$ cat src/ref_ctrl_map.vh
// Register map, field positions, reset values and codes of ref input control
//
// Functional notes
// - Bypass bit routes reference around glitch-free mux
// - Keep-on clear: secondary buffer off after return
// - Keep-on set: secondary buffer stays on
// - Secondary buffer gain bit: 0 minimum, 1 maximum
// - Primary buffer gain bit: 0 minimum, 1 maximum
// - Pre-divider code 0 bypass, n divides n+1
// - Choice codes: auto, pin, primary, secondary
// - Pin low primary, mid secondary, high auto
`ifndef REF_CTRL_MAP_VH
`define REF_CTRL_MAP_VH

// ----------------------------------------------------------------
// Register indices (byte address is four times the index)
// ----------------------------------------------------------------
`define IDX_REF_SELECT        8'h32
`define IDX_INPUT_REF_CTRL    8'h33
`define IDX_REF_PREDIVIDER    8'h34
`define IDX_REF_STATUS        8'h40

// ----------------------------------------------------------------
// Field positions
// ----------------------------------------------------------------
`define BIT_MUX_BYPASS        7
`define BIT_SEC_KEEP_ON       2
`define BIT_SEC_GAIN          1
`define BIT_PRI_GAIN          0
`define BIT_RSVD_HI           6
`define BIT_RSVD_LO           3
`define W_PREDIV              3

// ----------------------------------------------------------------
// Reset values
// ----------------------------------------------------------------
`define RST_INPUT_REF_CTRL    8'h03
`define RST_PREDIV            3'h0
`define RST_REF_CHOICE        2'h1

// ----------------------------------------------------------------
// Reference choice codes and pin levels
// ----------------------------------------------------------------
`define CHOICE_AUTO           2'h0
`define CHOICE_PIN            2'h1
`define CHOICE_PRI            2'h2
`define CHOICE_SEC            2'h3
`define PIN_LOW               2'h0
`define PIN_MID               2'h1

// ----------------------------------------------------------------
// Timing counts
// ----------------------------------------------------------------
`define LOSS_CYCLES_DEFAULT   64

`endif

$ cat src/ref_predivider.v
// Reference pre-divider ahead of the PLL, driven by sampled reference level
`timescale 1ns/10ps
`include "ref_ctrl_map.vh"

module ref_predivider #(
    parameter W = `W_PREDIV                  // Ratio field width
) (
    input  wire         clk_sys,             // System clock
    input  wire         rst,                 // Async reset, active high
    input  wire         ref_level,           // Muxed reference level
    input  wire [W-1:0] ratio,               // Ratio code
    output reg          div_out              // Divided reference
);

    // ----------------------------------------------------------------
    // Edge detect and period counter
    // ----------------------------------------------------------------
    reg         ref_d_reg;                   // Previous reference level
    reg [W-1:0] cnt_reg;                     // Input period counter
    reg [W-1:0] act_reg;                     // Ratio in use
    wire        rise = ref_level & ~ref_d_reg;
    wire        wrap = rise & (cnt_reg >= act_reg);
    wire [W:0]  half = ({1'b0, act_reg} + {{W{1'b0}}, 1'b1}) >> 1;

    // Count reference periods; a new ratio is taken only at a wrap so a
    // ratio change never cuts an output pulse short
    always @(posedge clk_sys or posedge rst) begin
        if (rst) begin
            ref_d_reg <= 1'b0;
            cnt_reg   <= {W{1'b0}};
            act_reg   <= {W{1'b0}};
        end else begin
            ref_d_reg <= ref_level;
            if (wrap) begin
                cnt_reg <= {W{1'b0}};      // Wrap after n+1 periods
                act_reg <= ratio;
            end else if (rise) begin
                cnt_reg <= cnt_reg + {{(W-1){1'b0}}, 1'b1};
            end
        end
    end

    // Output: pass-through for code 0, else high for first half of cycle
    always @(posedge clk_sys or posedge rst) begin
        if (rst) begin
            div_out <= 1'b0;
        end else if (act_reg == {W{1'b0}}) begin
            div_out <= ref_level;
        end else begin
            div_out <= ({1'b0, cnt_reg} < half);
        end
    end

endmodule

$ cat src/reference_input_control.v
// Reference input control: APB registers, source select, glitch-free mux
//
// Our own choice: the APB register port.
`timescale 1ns/10ps
`include "ref_ctrl_map.vh"

module reference_input_control #(
    parameter ADDR_W      = 12,                    // APB address width
    parameter LOSS_CYCLES = `LOSS_CYCLES_DEFAULT   // Idle cycles for loss
) (
    input  wire              clk_sys,        // System clock
    input  wire              rst,            // Async reset, active high
    input  wire              psel,           // APB select
    input  wire              penable,        // APB enable
    input  wire              pwrite,         // APB direction
    input  wire [ADDR_W-1:0] paddr,          // APB byte address
    input  wire [31:0]       pwdata,         // APB write data
    output reg  [31:0]       prdata,         // APB read data
    output wire              pready,         // APB ready
    output wire              pslverr,        // APB error
    input  wire              pri_ref_in,     // Primary reference pin
    input  wire              sec_ref_in,     // Secondary reference pin
    input  wire [1:0]        ref_choice_pin, // Three-level pin comparator
    output reg               pll_ref_clk,    // Divided PLL reference
    output reg               pri_gain_max,   // Primary buffer max gain
    output reg               sec_gain_max,   // Secondary buffer max gain
    output reg               sec_buf_enable  // Secondary crystal buffer on
);

    // ----------------------------------------------------------------
    // State codes of the glitch-free switch
    // ----------------------------------------------------------------
    localparam [1:0] ST_RUN   = 2'h0;        // Connected to active source
    localparam [1:0] ST_DRAIN = 2'h1;        // Wait old source low
    localparam [1:0] ST_ARM   = 2'h2;        // Wait new source falling

    // Map a byte address to a register slot, 0 when unmapped
    function [2:0] slot;
        input [ADDR_W-1:0] a;
        begin
            if (a[1:0] != 2'b00) begin
                slot = 3'd0;
            end else if (a[ADDR_W-1:2] == `IDX_REF_SELECT) begin
                slot = 3'd1;
            end else if (a[ADDR_W-1:2] == `IDX_INPUT_REF_CTRL) begin
                slot = 3'd2;
            end else if (a[ADDR_W-1:2] == `IDX_REF_PREDIVIDER) begin
                slot = 3'd3;
            end else if (a[ADDR_W-1:2] == `IDX_REF_STATUS) begin
                slot = 3'd4;
            end else begin
                slot = 3'd0;
            end
        end
    endfunction

    // ----------------------------------------------------------------
    // Registers
    // ----------------------------------------------------------------
    reg  [7:0]           ctrl_reg;           // Input reference control
    reg  [`W_PREDIV-1:0] prediv_reg;         // Pre-divider ratio
    reg  [1:0]           choice_reg;         // Reference choice code
    wire [2:0]           wr_slot = slot(paddr);
    wire                 setup   = psel & ~penable;
    wire                 access  = psel & penable;
    wire                 wr_en   = access & pwrite;
    wire                 mux_bypass = ctrl_reg[`BIT_MUX_BYPASS];
    wire                 keep_on    = ctrl_reg[`BIT_SEC_KEEP_ON];

    assign pready  = 1'b1;                   // Zero wait states
    assign pslverr = access & (wr_slot == 3'd0) |
                     wr_en & (wr_slot == 3'd4);

    // Register writes, taken in the access phase
    always @(posedge clk_sys or posedge rst) begin
        if (rst) begin
            ctrl_reg   <= `RST_INPUT_REF_CTRL;
            prediv_reg <= `RST_PREDIV;
            choice_reg <= `RST_REF_CHOICE;
        end else if (wr_en) begin
            case (wr_slot)
                3'd1: choice_reg <= pwdata[1:0];
                3'd2: ctrl_reg   <= pwdata[7:0];
                3'd3: prediv_reg <= pwdata[`W_PREDIV-1:0];
                default: ;                   // Read-only or unmapped
            endcase
        end
    end

    // Buffer gain controls follow their bits
    always @(posedge clk_sys or posedge rst) begin
        if (rst) begin
            pri_gain_max <= 1'b1;
            sec_gain_max <= 1'b1;
        end else begin
            pri_gain_max <= ctrl_reg[`BIT_PRI_GAIN];
            sec_gain_max <= ctrl_reg[`BIT_SEC_GAIN];
        end
    end

    // ----------------------------------------------------------------
    // Pin synchronisers
    // ----------------------------------------------------------------
    reg       pri_m_reg, pri_s_reg, pri_d_reg;   // Primary sync chain
    reg       sec_m_reg, sec_s_reg, sec_d_reg;   // Secondary sync chain
    reg [1:0] pin_m_reg, pin_s_reg;              // Choice pin sync chain

    // Two flops per pin, third flop on each reference pin for edge detection
    always @(posedge clk_sys or posedge rst) begin
        if (rst) begin
            pri_m_reg <= 1'b0;
            pri_s_reg <= 1'b0;
            pri_d_reg <= 1'b0;
            sec_m_reg <= 1'b0;
            sec_s_reg <= 1'b0;
            sec_d_reg <= 1'b0;
            pin_m_reg <= 2'h0;
            pin_s_reg <= 2'h0;
        end else begin
            pri_m_reg <= pri_ref_in;
            pri_s_reg <= pri_m_reg;
            pri_d_reg <= pri_s_reg;
            sec_m_reg <= sec_ref_in;
            sec_s_reg <= sec_m_reg;
            sec_d_reg <= sec_s_reg;
            pin_m_reg <= ref_choice_pin;
            pin_s_reg <= pin_m_reg;
        end
    end

    // ----------------------------------------------------------------
    // Activity monitors for automatic selection
    // ----------------------------------------------------------------
    localparam CW = 16;
    localparam [CW-1:0] LOSS = LOSS_CYCLES[CW-1:0];
    reg [CW-1:0] pri_idle_reg, sec_idle_reg;     // Cycles since last edge
    wire         pri_ok = (pri_idle_reg < LOSS);
    wire         sec_ok = (sec_idle_reg < LOSS);

    // Restart on each rising edge, saturate at the loss count
    always @(posedge clk_sys or posedge rst) begin
        if (rst) begin
            pri_idle_reg <= LOSS;
            sec_idle_reg <= LOSS;
        end else begin
            if (pri_s_reg & ~pri_d_reg) begin
                pri_idle_reg <= {CW{1'b0}};
            end else if (pri_ok) begin
                pri_idle_reg <= pri_idle_reg + {{(CW-1){1'b0}}, 1'b1};
            end
            if (sec_s_reg & ~sec_d_reg) begin
                sec_idle_reg <= {CW{1'b0}};
            end else if (sec_ok) begin
                sec_idle_reg <= sec_idle_reg + {{(CW-1){1'b0}}, 1'b1};
            end
        end
    end

    // ----------------------------------------------------------------
    // Target source decode (1 = secondary)
    // ----------------------------------------------------------------
    reg target_sec;                              // Wanted source

    // Decode the choice code and, when deferred, the pin level
    always @* begin
        target_sec = 1'b0;
        case (choice_reg)
            `CHOICE_PRI:  target_sec = 1'b0;
            `CHOICE_SEC:  target_sec = 1'b1;
            `CHOICE_PIN: begin
                if (pin_s_reg == `PIN_LOW) begin
                    target_sec = 1'b0;
                end else if (pin_s_reg == `PIN_MID) begin
                    target_sec = 1'b1;
                end else begin
                    target_sec = ~pri_ok & sec_ok;
                end
            end
            default:      target_sec = ~pri_ok & sec_ok;
        endcase
    end

    // ----------------------------------------------------------------
    // Glitch-free switch
    // ----------------------------------------------------------------
    reg [1:0] st_reg;                            // Switch state
    reg       active_sec_reg;                    // Connected source
    reg       mux_out_reg;                       // Muxed reference level
    wire      cur_lvl = active_sec_reg ? sec_s_reg : pri_s_reg;
    wire      new_lvl = target_sec ? sec_s_reg : pri_s_reg;
    wire      new_prv = target_sec ? sec_d_reg : pri_d_reg;

    // Gate output low across a change; connect only on low levels
    always @(posedge clk_sys or posedge rst) begin
        if (rst) begin
            st_reg         <= ST_RUN;
            active_sec_reg <= 1'b0;
            mux_out_reg    <= 1'b0;
        end else if (mux_bypass) begin
            st_reg         <= ST_RUN;
            active_sec_reg <= target_sec;
            mux_out_reg    <= new_lvl;
        end else begin
            case (st_reg)
                ST_RUN: begin
                    mux_out_reg <= cur_lvl;
                    if (target_sec != active_sec_reg) begin
                        st_reg <= ST_DRAIN;
                        mux_out_reg <= cur_lvl & mux_out_reg;
                    end
                end
                ST_DRAIN: begin
                    mux_out_reg <= cur_lvl & mux_out_reg;
                    if (~cur_lvl) begin
                        st_reg      <= ST_ARM;
                        mux_out_reg <= 1'b0;
                    end
                end
                ST_ARM: begin
                    mux_out_reg <= 1'b0;
                    // Connect on a falling edge so the low phase is whole
                    if (~new_lvl & new_prv) begin
                        active_sec_reg <= target_sec;
                        st_reg         <= ST_RUN;
                    end
                end
                default: begin
                    st_reg      <= ST_RUN;
                    mux_out_reg <= 1'b0;
                end
            endcase
        end
    end

    // Secondary crystal buffer power across a return to primary
    always @(posedge clk_sys or posedge rst) begin
        if (rst) begin
            sec_buf_enable <= 1'b1;
        end else if (keep_on | active_sec_reg | target_sec) begin
            sec_buf_enable <= 1'b1;
        end else begin
            sec_buf_enable <= 1'b0;
        end
    end

    // ----------------------------------------------------------------
    // Pre-divider and output
    // ----------------------------------------------------------------
    wire div_out;                                // Divided reference

    ref_predivider #(
        .W         (`W_PREDIV)
    ) u_prediv (
        .clk_sys   (clk_sys),
        .rst       (rst),
        .ref_level (mux_out_reg),
        .ratio     (prediv_reg),
        .div_out   (div_out)
    );

    // Register the divided reference onto the pin
    always @(posedge clk_sys or posedge rst) begin
        if (rst) begin
            pll_ref_clk <= 1'b0;
        end else begin
            pll_ref_clk <= div_out;
        end
    end

    // ----------------------------------------------------------------
    // Read data, captured in the setup phase
    // ----------------------------------------------------------------
    always @(posedge clk_sys or posedge rst) begin
        if (rst) begin
            prdata <= 32'h0000_0000;
        end else if (setup & ~pwrite) begin
            case (wr_slot)
                3'd1: prdata <= {30'h0, choice_reg};
                3'd2: prdata <= {24'h0, ctrl_reg};
                3'd3: prdata <= {29'h0, prediv_reg};
                3'd4: prdata <= {26'h0, st_reg, sec_ok, pri_ok,
                                 sec_buf_enable, active_sec_reg};
                default: prdata <= 32'h0000_0000;
            endcase
        end
    end

endmodule

$ cat config.mk
export PLATFORM = sky130hd
export DESIGN_NAME = reference_input_control
export DESIGN_NICKNAME = d
export VERILOG_FILES = /design/src/ref_predivider.v /design/src/reference_input_control.v
export VERILOG_INCLUDE_DIRS = /design/src /design/src/src
export SDC_FILE = /design/constraint.sdc
export NUM_CORES = 1
export LEC_CHECK = 0
export ABC_AREA = 1
export ABC_CLOCK_PERIOD_IN_PS = 3900
export BUFFER_PORTS_ARGS = -buffer_cell sky130_fd_sc_hd__buf_2
export CORE_MARGIN = 2
export CORE_UTILIZATION = 58
export DETAILED_ROUTE_END_ITERATION = 12
export GPL_ROUTABILITY_DRIVEN = 0
export PLACE_DENSITY = 0.85
export SETUP_SLACK_MARGIN = 0.4
export SLEW_MARGIN = 0
export SYNTH_ARGS = -nofsm -noshare
export SYNTH_HDL_FRONTEND = slang
export SYNTH_SLANG_ARGS = --single-unit
$ cat constraint.sdc
create_clock -name clk_sys -period 3.9 [get_ports clk_sys]
set_input_delay 0.195 -clock clk_sys [delete_from_list [all_inputs] [get_ports clk_sys]]
set_output_delay 0.195 -clock clk_sys [all_outputs]
set_load 0.03 [all_outputs]
==> results by group <==
Run status
  – Status: completed

Synthesis
  – Adder-cell share of the synthesized area: 3.29%
  – Seq cells post-synth: 79
  – Compound-cell area share of the yosys netlist: 7.31%
  – Mux share of post-synthesis cell area: 0%
  – Largest family of logic cells by synthesized area: simple AND/OR/NAND/NOR gates
  – Synth unique cells: 34
  – Sequential area share after synthesis: 52.3%
  – Post-Synthesis Cells: 448
  – Synth Area in Simple Gates: 24.2%
  – Yosys warnings: 0
  – Mapped Area: 3800 um^2
  – Synth Area per Inst: 8.48 um^2
  – Post-Synth XOR/XNOR Area: 0.691%

Final layout
  – ANT cells: 0
  – Final net count: 563
  – Multi-input gate area: 1440 um^2
  – Layout cells sized above 1: 16.4%
  – Reg area: 1990 um^2
  – Layout area overhead: 11.1%
  – Fillers: 513

Worst setup path
  – CP Launch Type: flop
  – Critical Path End Type: flop
  – Worst Path Max Fanout: 7
  – Req. time, crit path: 4130 ps
  – CP max stage cell: dfrtp_1
  – Slowest stage delay, CP: 390 ps
  – CP Buf/Inv Count: 0
  – CP Cell Sequence: nor2_1 > nand3_1 > nor2_2 > nand3_1 > nand2_1 > nand2_1 > nand2_1 > nand3_1 > nand3_1 > nand2_1
  – Worst path top cell family by delay: simple AND/OR/NAND/NOR gates
  – CP arrival: 2100 ps
  – Critical path class: flop to flop

Detailed routing
  – DR pass1 iterations: 4
  – DR iter-0 viols: 158
  – Final WL: 7040 um
  – Post-DRT Antenna Nets: 0
  – DRC violations left: 0
  – DR vias/cell: 5.04
  – Routed length per instance: 12.1 um
  – Vias: 2,935

Clock tree
  – CTS tree: done
  – Setup Fix Bufs, Post-CTS: 0
  – TritonCTS buffer count: 9
  – Clock-pin slew on the worst setup and hold paths: 90 ps
  – Latest clock arrival within the worst-skew pair: 350 ps
  – Clk root buf: clkbuf_8
  – # H-tree levels: 3
  – Clk buf depth: 2
  – TritonCTS Sinks: 79
  – Post-CTS Resized: 0

STA
  – Final min period: 1860 ps
  – Final setup viols: 0
  – Final Hold Viols: 0
  – Final worst-path cycle share: 47.8%
  – Final worst clock skew: 10.5 ps
  – Rel. slew slack: 37.1%
  – Unrepaired setup endpoints after global routing: no
  – Fmax: 537 MHz
  – Fin. max-slew vios: 0
  – Worst-Margin Slew: 944 ps
  – Fin Setup TNS: 0 ps

Power
  – Comb power frac: 22.2%
  – Flop pwr share: 49.4%
  – Maximum vdd drop: 0.332 mV
  – Switching power: 654 uW
  – PwrDens: 475 nW/um^2
  – Pwr Total: 2010 uW
  – Switching share of power: 32.6%
  – Pleak: 0.00221 uW
  – Internal cell power: 1350 uW
  – Clock power share: 28.5%

Floorplan
  – Rows: 29
  – Die extent in y: 85.0 um
  – Core area: 6350 um^2
  – Io pins: 91
  – Die Area: 7220 um^2
  – Initial Utilization: 59.9%
  – Die Width: 85.0 um

Place
  – DPL Wire Length: 5140 um
  – # port buffers: 41

Global routing
  – GRT Total Usage: 21.4%
  – Number of antenna violations at the first check in global routing: 0
  – Total grt overflow: 0
  – Vias in the first global route: 2,853
  – Largest net degree at the start of global routing: 80
  – Global-route wire length before repair: 12,300 um

Job
  – Maxcap violations: 0

Min path
  – Worst Hold Class: primary input to flop
[metal layers]
metal / up-vias / part of all wire (%) / GRT usage [%]
met2: 85 / 50 / 36.8
met5: - / 0 / 0
met3: 10 / 6.2 / 6.23
met4: 0 / 1.6 / 6.35
li1: 1474 / - / -
met1: 1366 / 42 / 26.3
[power by group through the flow]
stage,combinational (uW),sequential (uW),clock (uW)
floorplan,353,998,0
global placement,407,1000,0
detailed placement,444,1010,0
CTS,451,993,582
global route,529,1010,616
finish,445,992,571
[cell usage after synthesis]
| library cell | n | area [um^2] |
|---|---|---|
| nand3b_1 | 1 | 7.51 |
| o31ai_1 | 2 | 15.0 |
| or2_1 | 1 | 6.26 |
| buf_6 | 1 | 11.3 |
| dfstp_2 | 8 | 210 |
| a211oi_1 | 1 | 7.51 |
| a21oi_1 | 16 | 80.1 |
| nor2_1 | 57 | 214 |
| a21boi_0 | 1 | 7.51 |
| nor3_1 | 5 | 25.0 |
| conb_1 | 2 | 7.51 |
| clkinv_1 | 2 | 7.51 |
| nand3_1 | 27 | 135 |
| xor2_1 | 1 | 8.76 |
| o21ai_2 | 3 | 26.3 |
| o21ai_1 | 6 | 30.0 |
| xnor2_1 | 2 | 17.5 |
| nor4_1 | 1 | 6.26 |
| nand2_2 | 5 | 31.3 |
| ha_1 | 10 | 125 |
| nand4_1 | 15 | 93.8 |
| buf_4 | 25 | 188 |
| nor3_2 | 1 | 10.0 |
| or2_2 | 1 | 6.26 |
| dfrtp_1 | 71 | 1780 |
| o21ai_0 | 19 | 95.1 |
| a221oi_1 | 1 | 8.76 |
| nand3_2 | 2 | 20.0 |
| nor2_2 | 3 | 18.8 |
| inv_1 | 65 | 244 |
| clkbuf_1 | 2 | 7.51 |
| nand2_1 | 89 | 334 |
| o21a_1 | 1 | 7.51 |
| nor2_4 | 1 | 11.3 |
[cell type report]
class                           count  share of cell area [%]
Sequential cell                    79                    47.1
Clock inverter                      5                   0.978
Timing Repair Buffer               46                    5.99
Multi-Input combinational cell    297                    34.2
Inverter                           67                    5.96
Tap cell                           77                    2.28
Clock buffer                       11                    3.59
[cell families (layout without fill, tap and decap cells)]
kind of cell               after synthesis  after routing
AOI/OAI and AO/OA                       50             50
other                                    2             25
adders and majority gates               10             10
buffers and inverters                   95            129
and+or+nand+nor                        209            209
DFF                                     79             79
xor gates and xnor gates                 3              3
[through the flow]
step	util [%]	hold slack, ps	setup slack [ps]	instances	area [um^2]
floorplan	-	226	1690	471	3890
global placement	62.8	303	2190	562	3990
detailed placement	62.8	305	2070	562	3990
CTS	66.5	74.1	2040	582	4220
global route	66.5	87.1	1850	582	4220
finish	66.5	81.5	2040	582	4220
[placed cells by master (no fill, tap or decap), drive strengths merged, types with 2 or more instances in the layout]
cell         Yosys  final
a21oi           16     16
buf             26     42
clkbuf           2     11
clkinv           2      4
clkinvlp         0      2
conb             2     25
dfrtp           71     71
dfstp            8      8
dlygate4sd3      0      4
ha              10     10
inv             65     66
nand2           94     94
nand3           29     29
nand4           15     15
nor2            61     61
nor3             6      6
o21ai           28     28
o31ai            2      2
or2              2      2
xnor2            2      2
[timing repair]
action                     CTS  global route
hold buffers                 4             0
setup endpoints to repair    0             0
hold endpoints to repair     4             0
[final timing paths]
kind / startpoint / to / slack, ps / cells after the start
min reg2reg: pin_m_reg[1] / pin_s_reg[1] / 350 / 0
max reg2reg: sec_idle_reg[10] / active_sec_reg / 2040 / 10
min in group asynchronous: rst / pri_idle_reg[10] / 120 / 3
min: pwdata[6] / ctrl_reg[6] / 80 / 3
max in group asynchronous: rst / u_prediv.cnt_reg[0] / 3160 / 3
max: sec_idle_reg[10] / active_sec_reg / 2040 / 10
[worst register-to-register path, delay by kind of cell (launching register included)]
kind,cells,cell delay [ps]
flops,1,390
simple gates,10,1370
(Power assumes the default switching activity.)
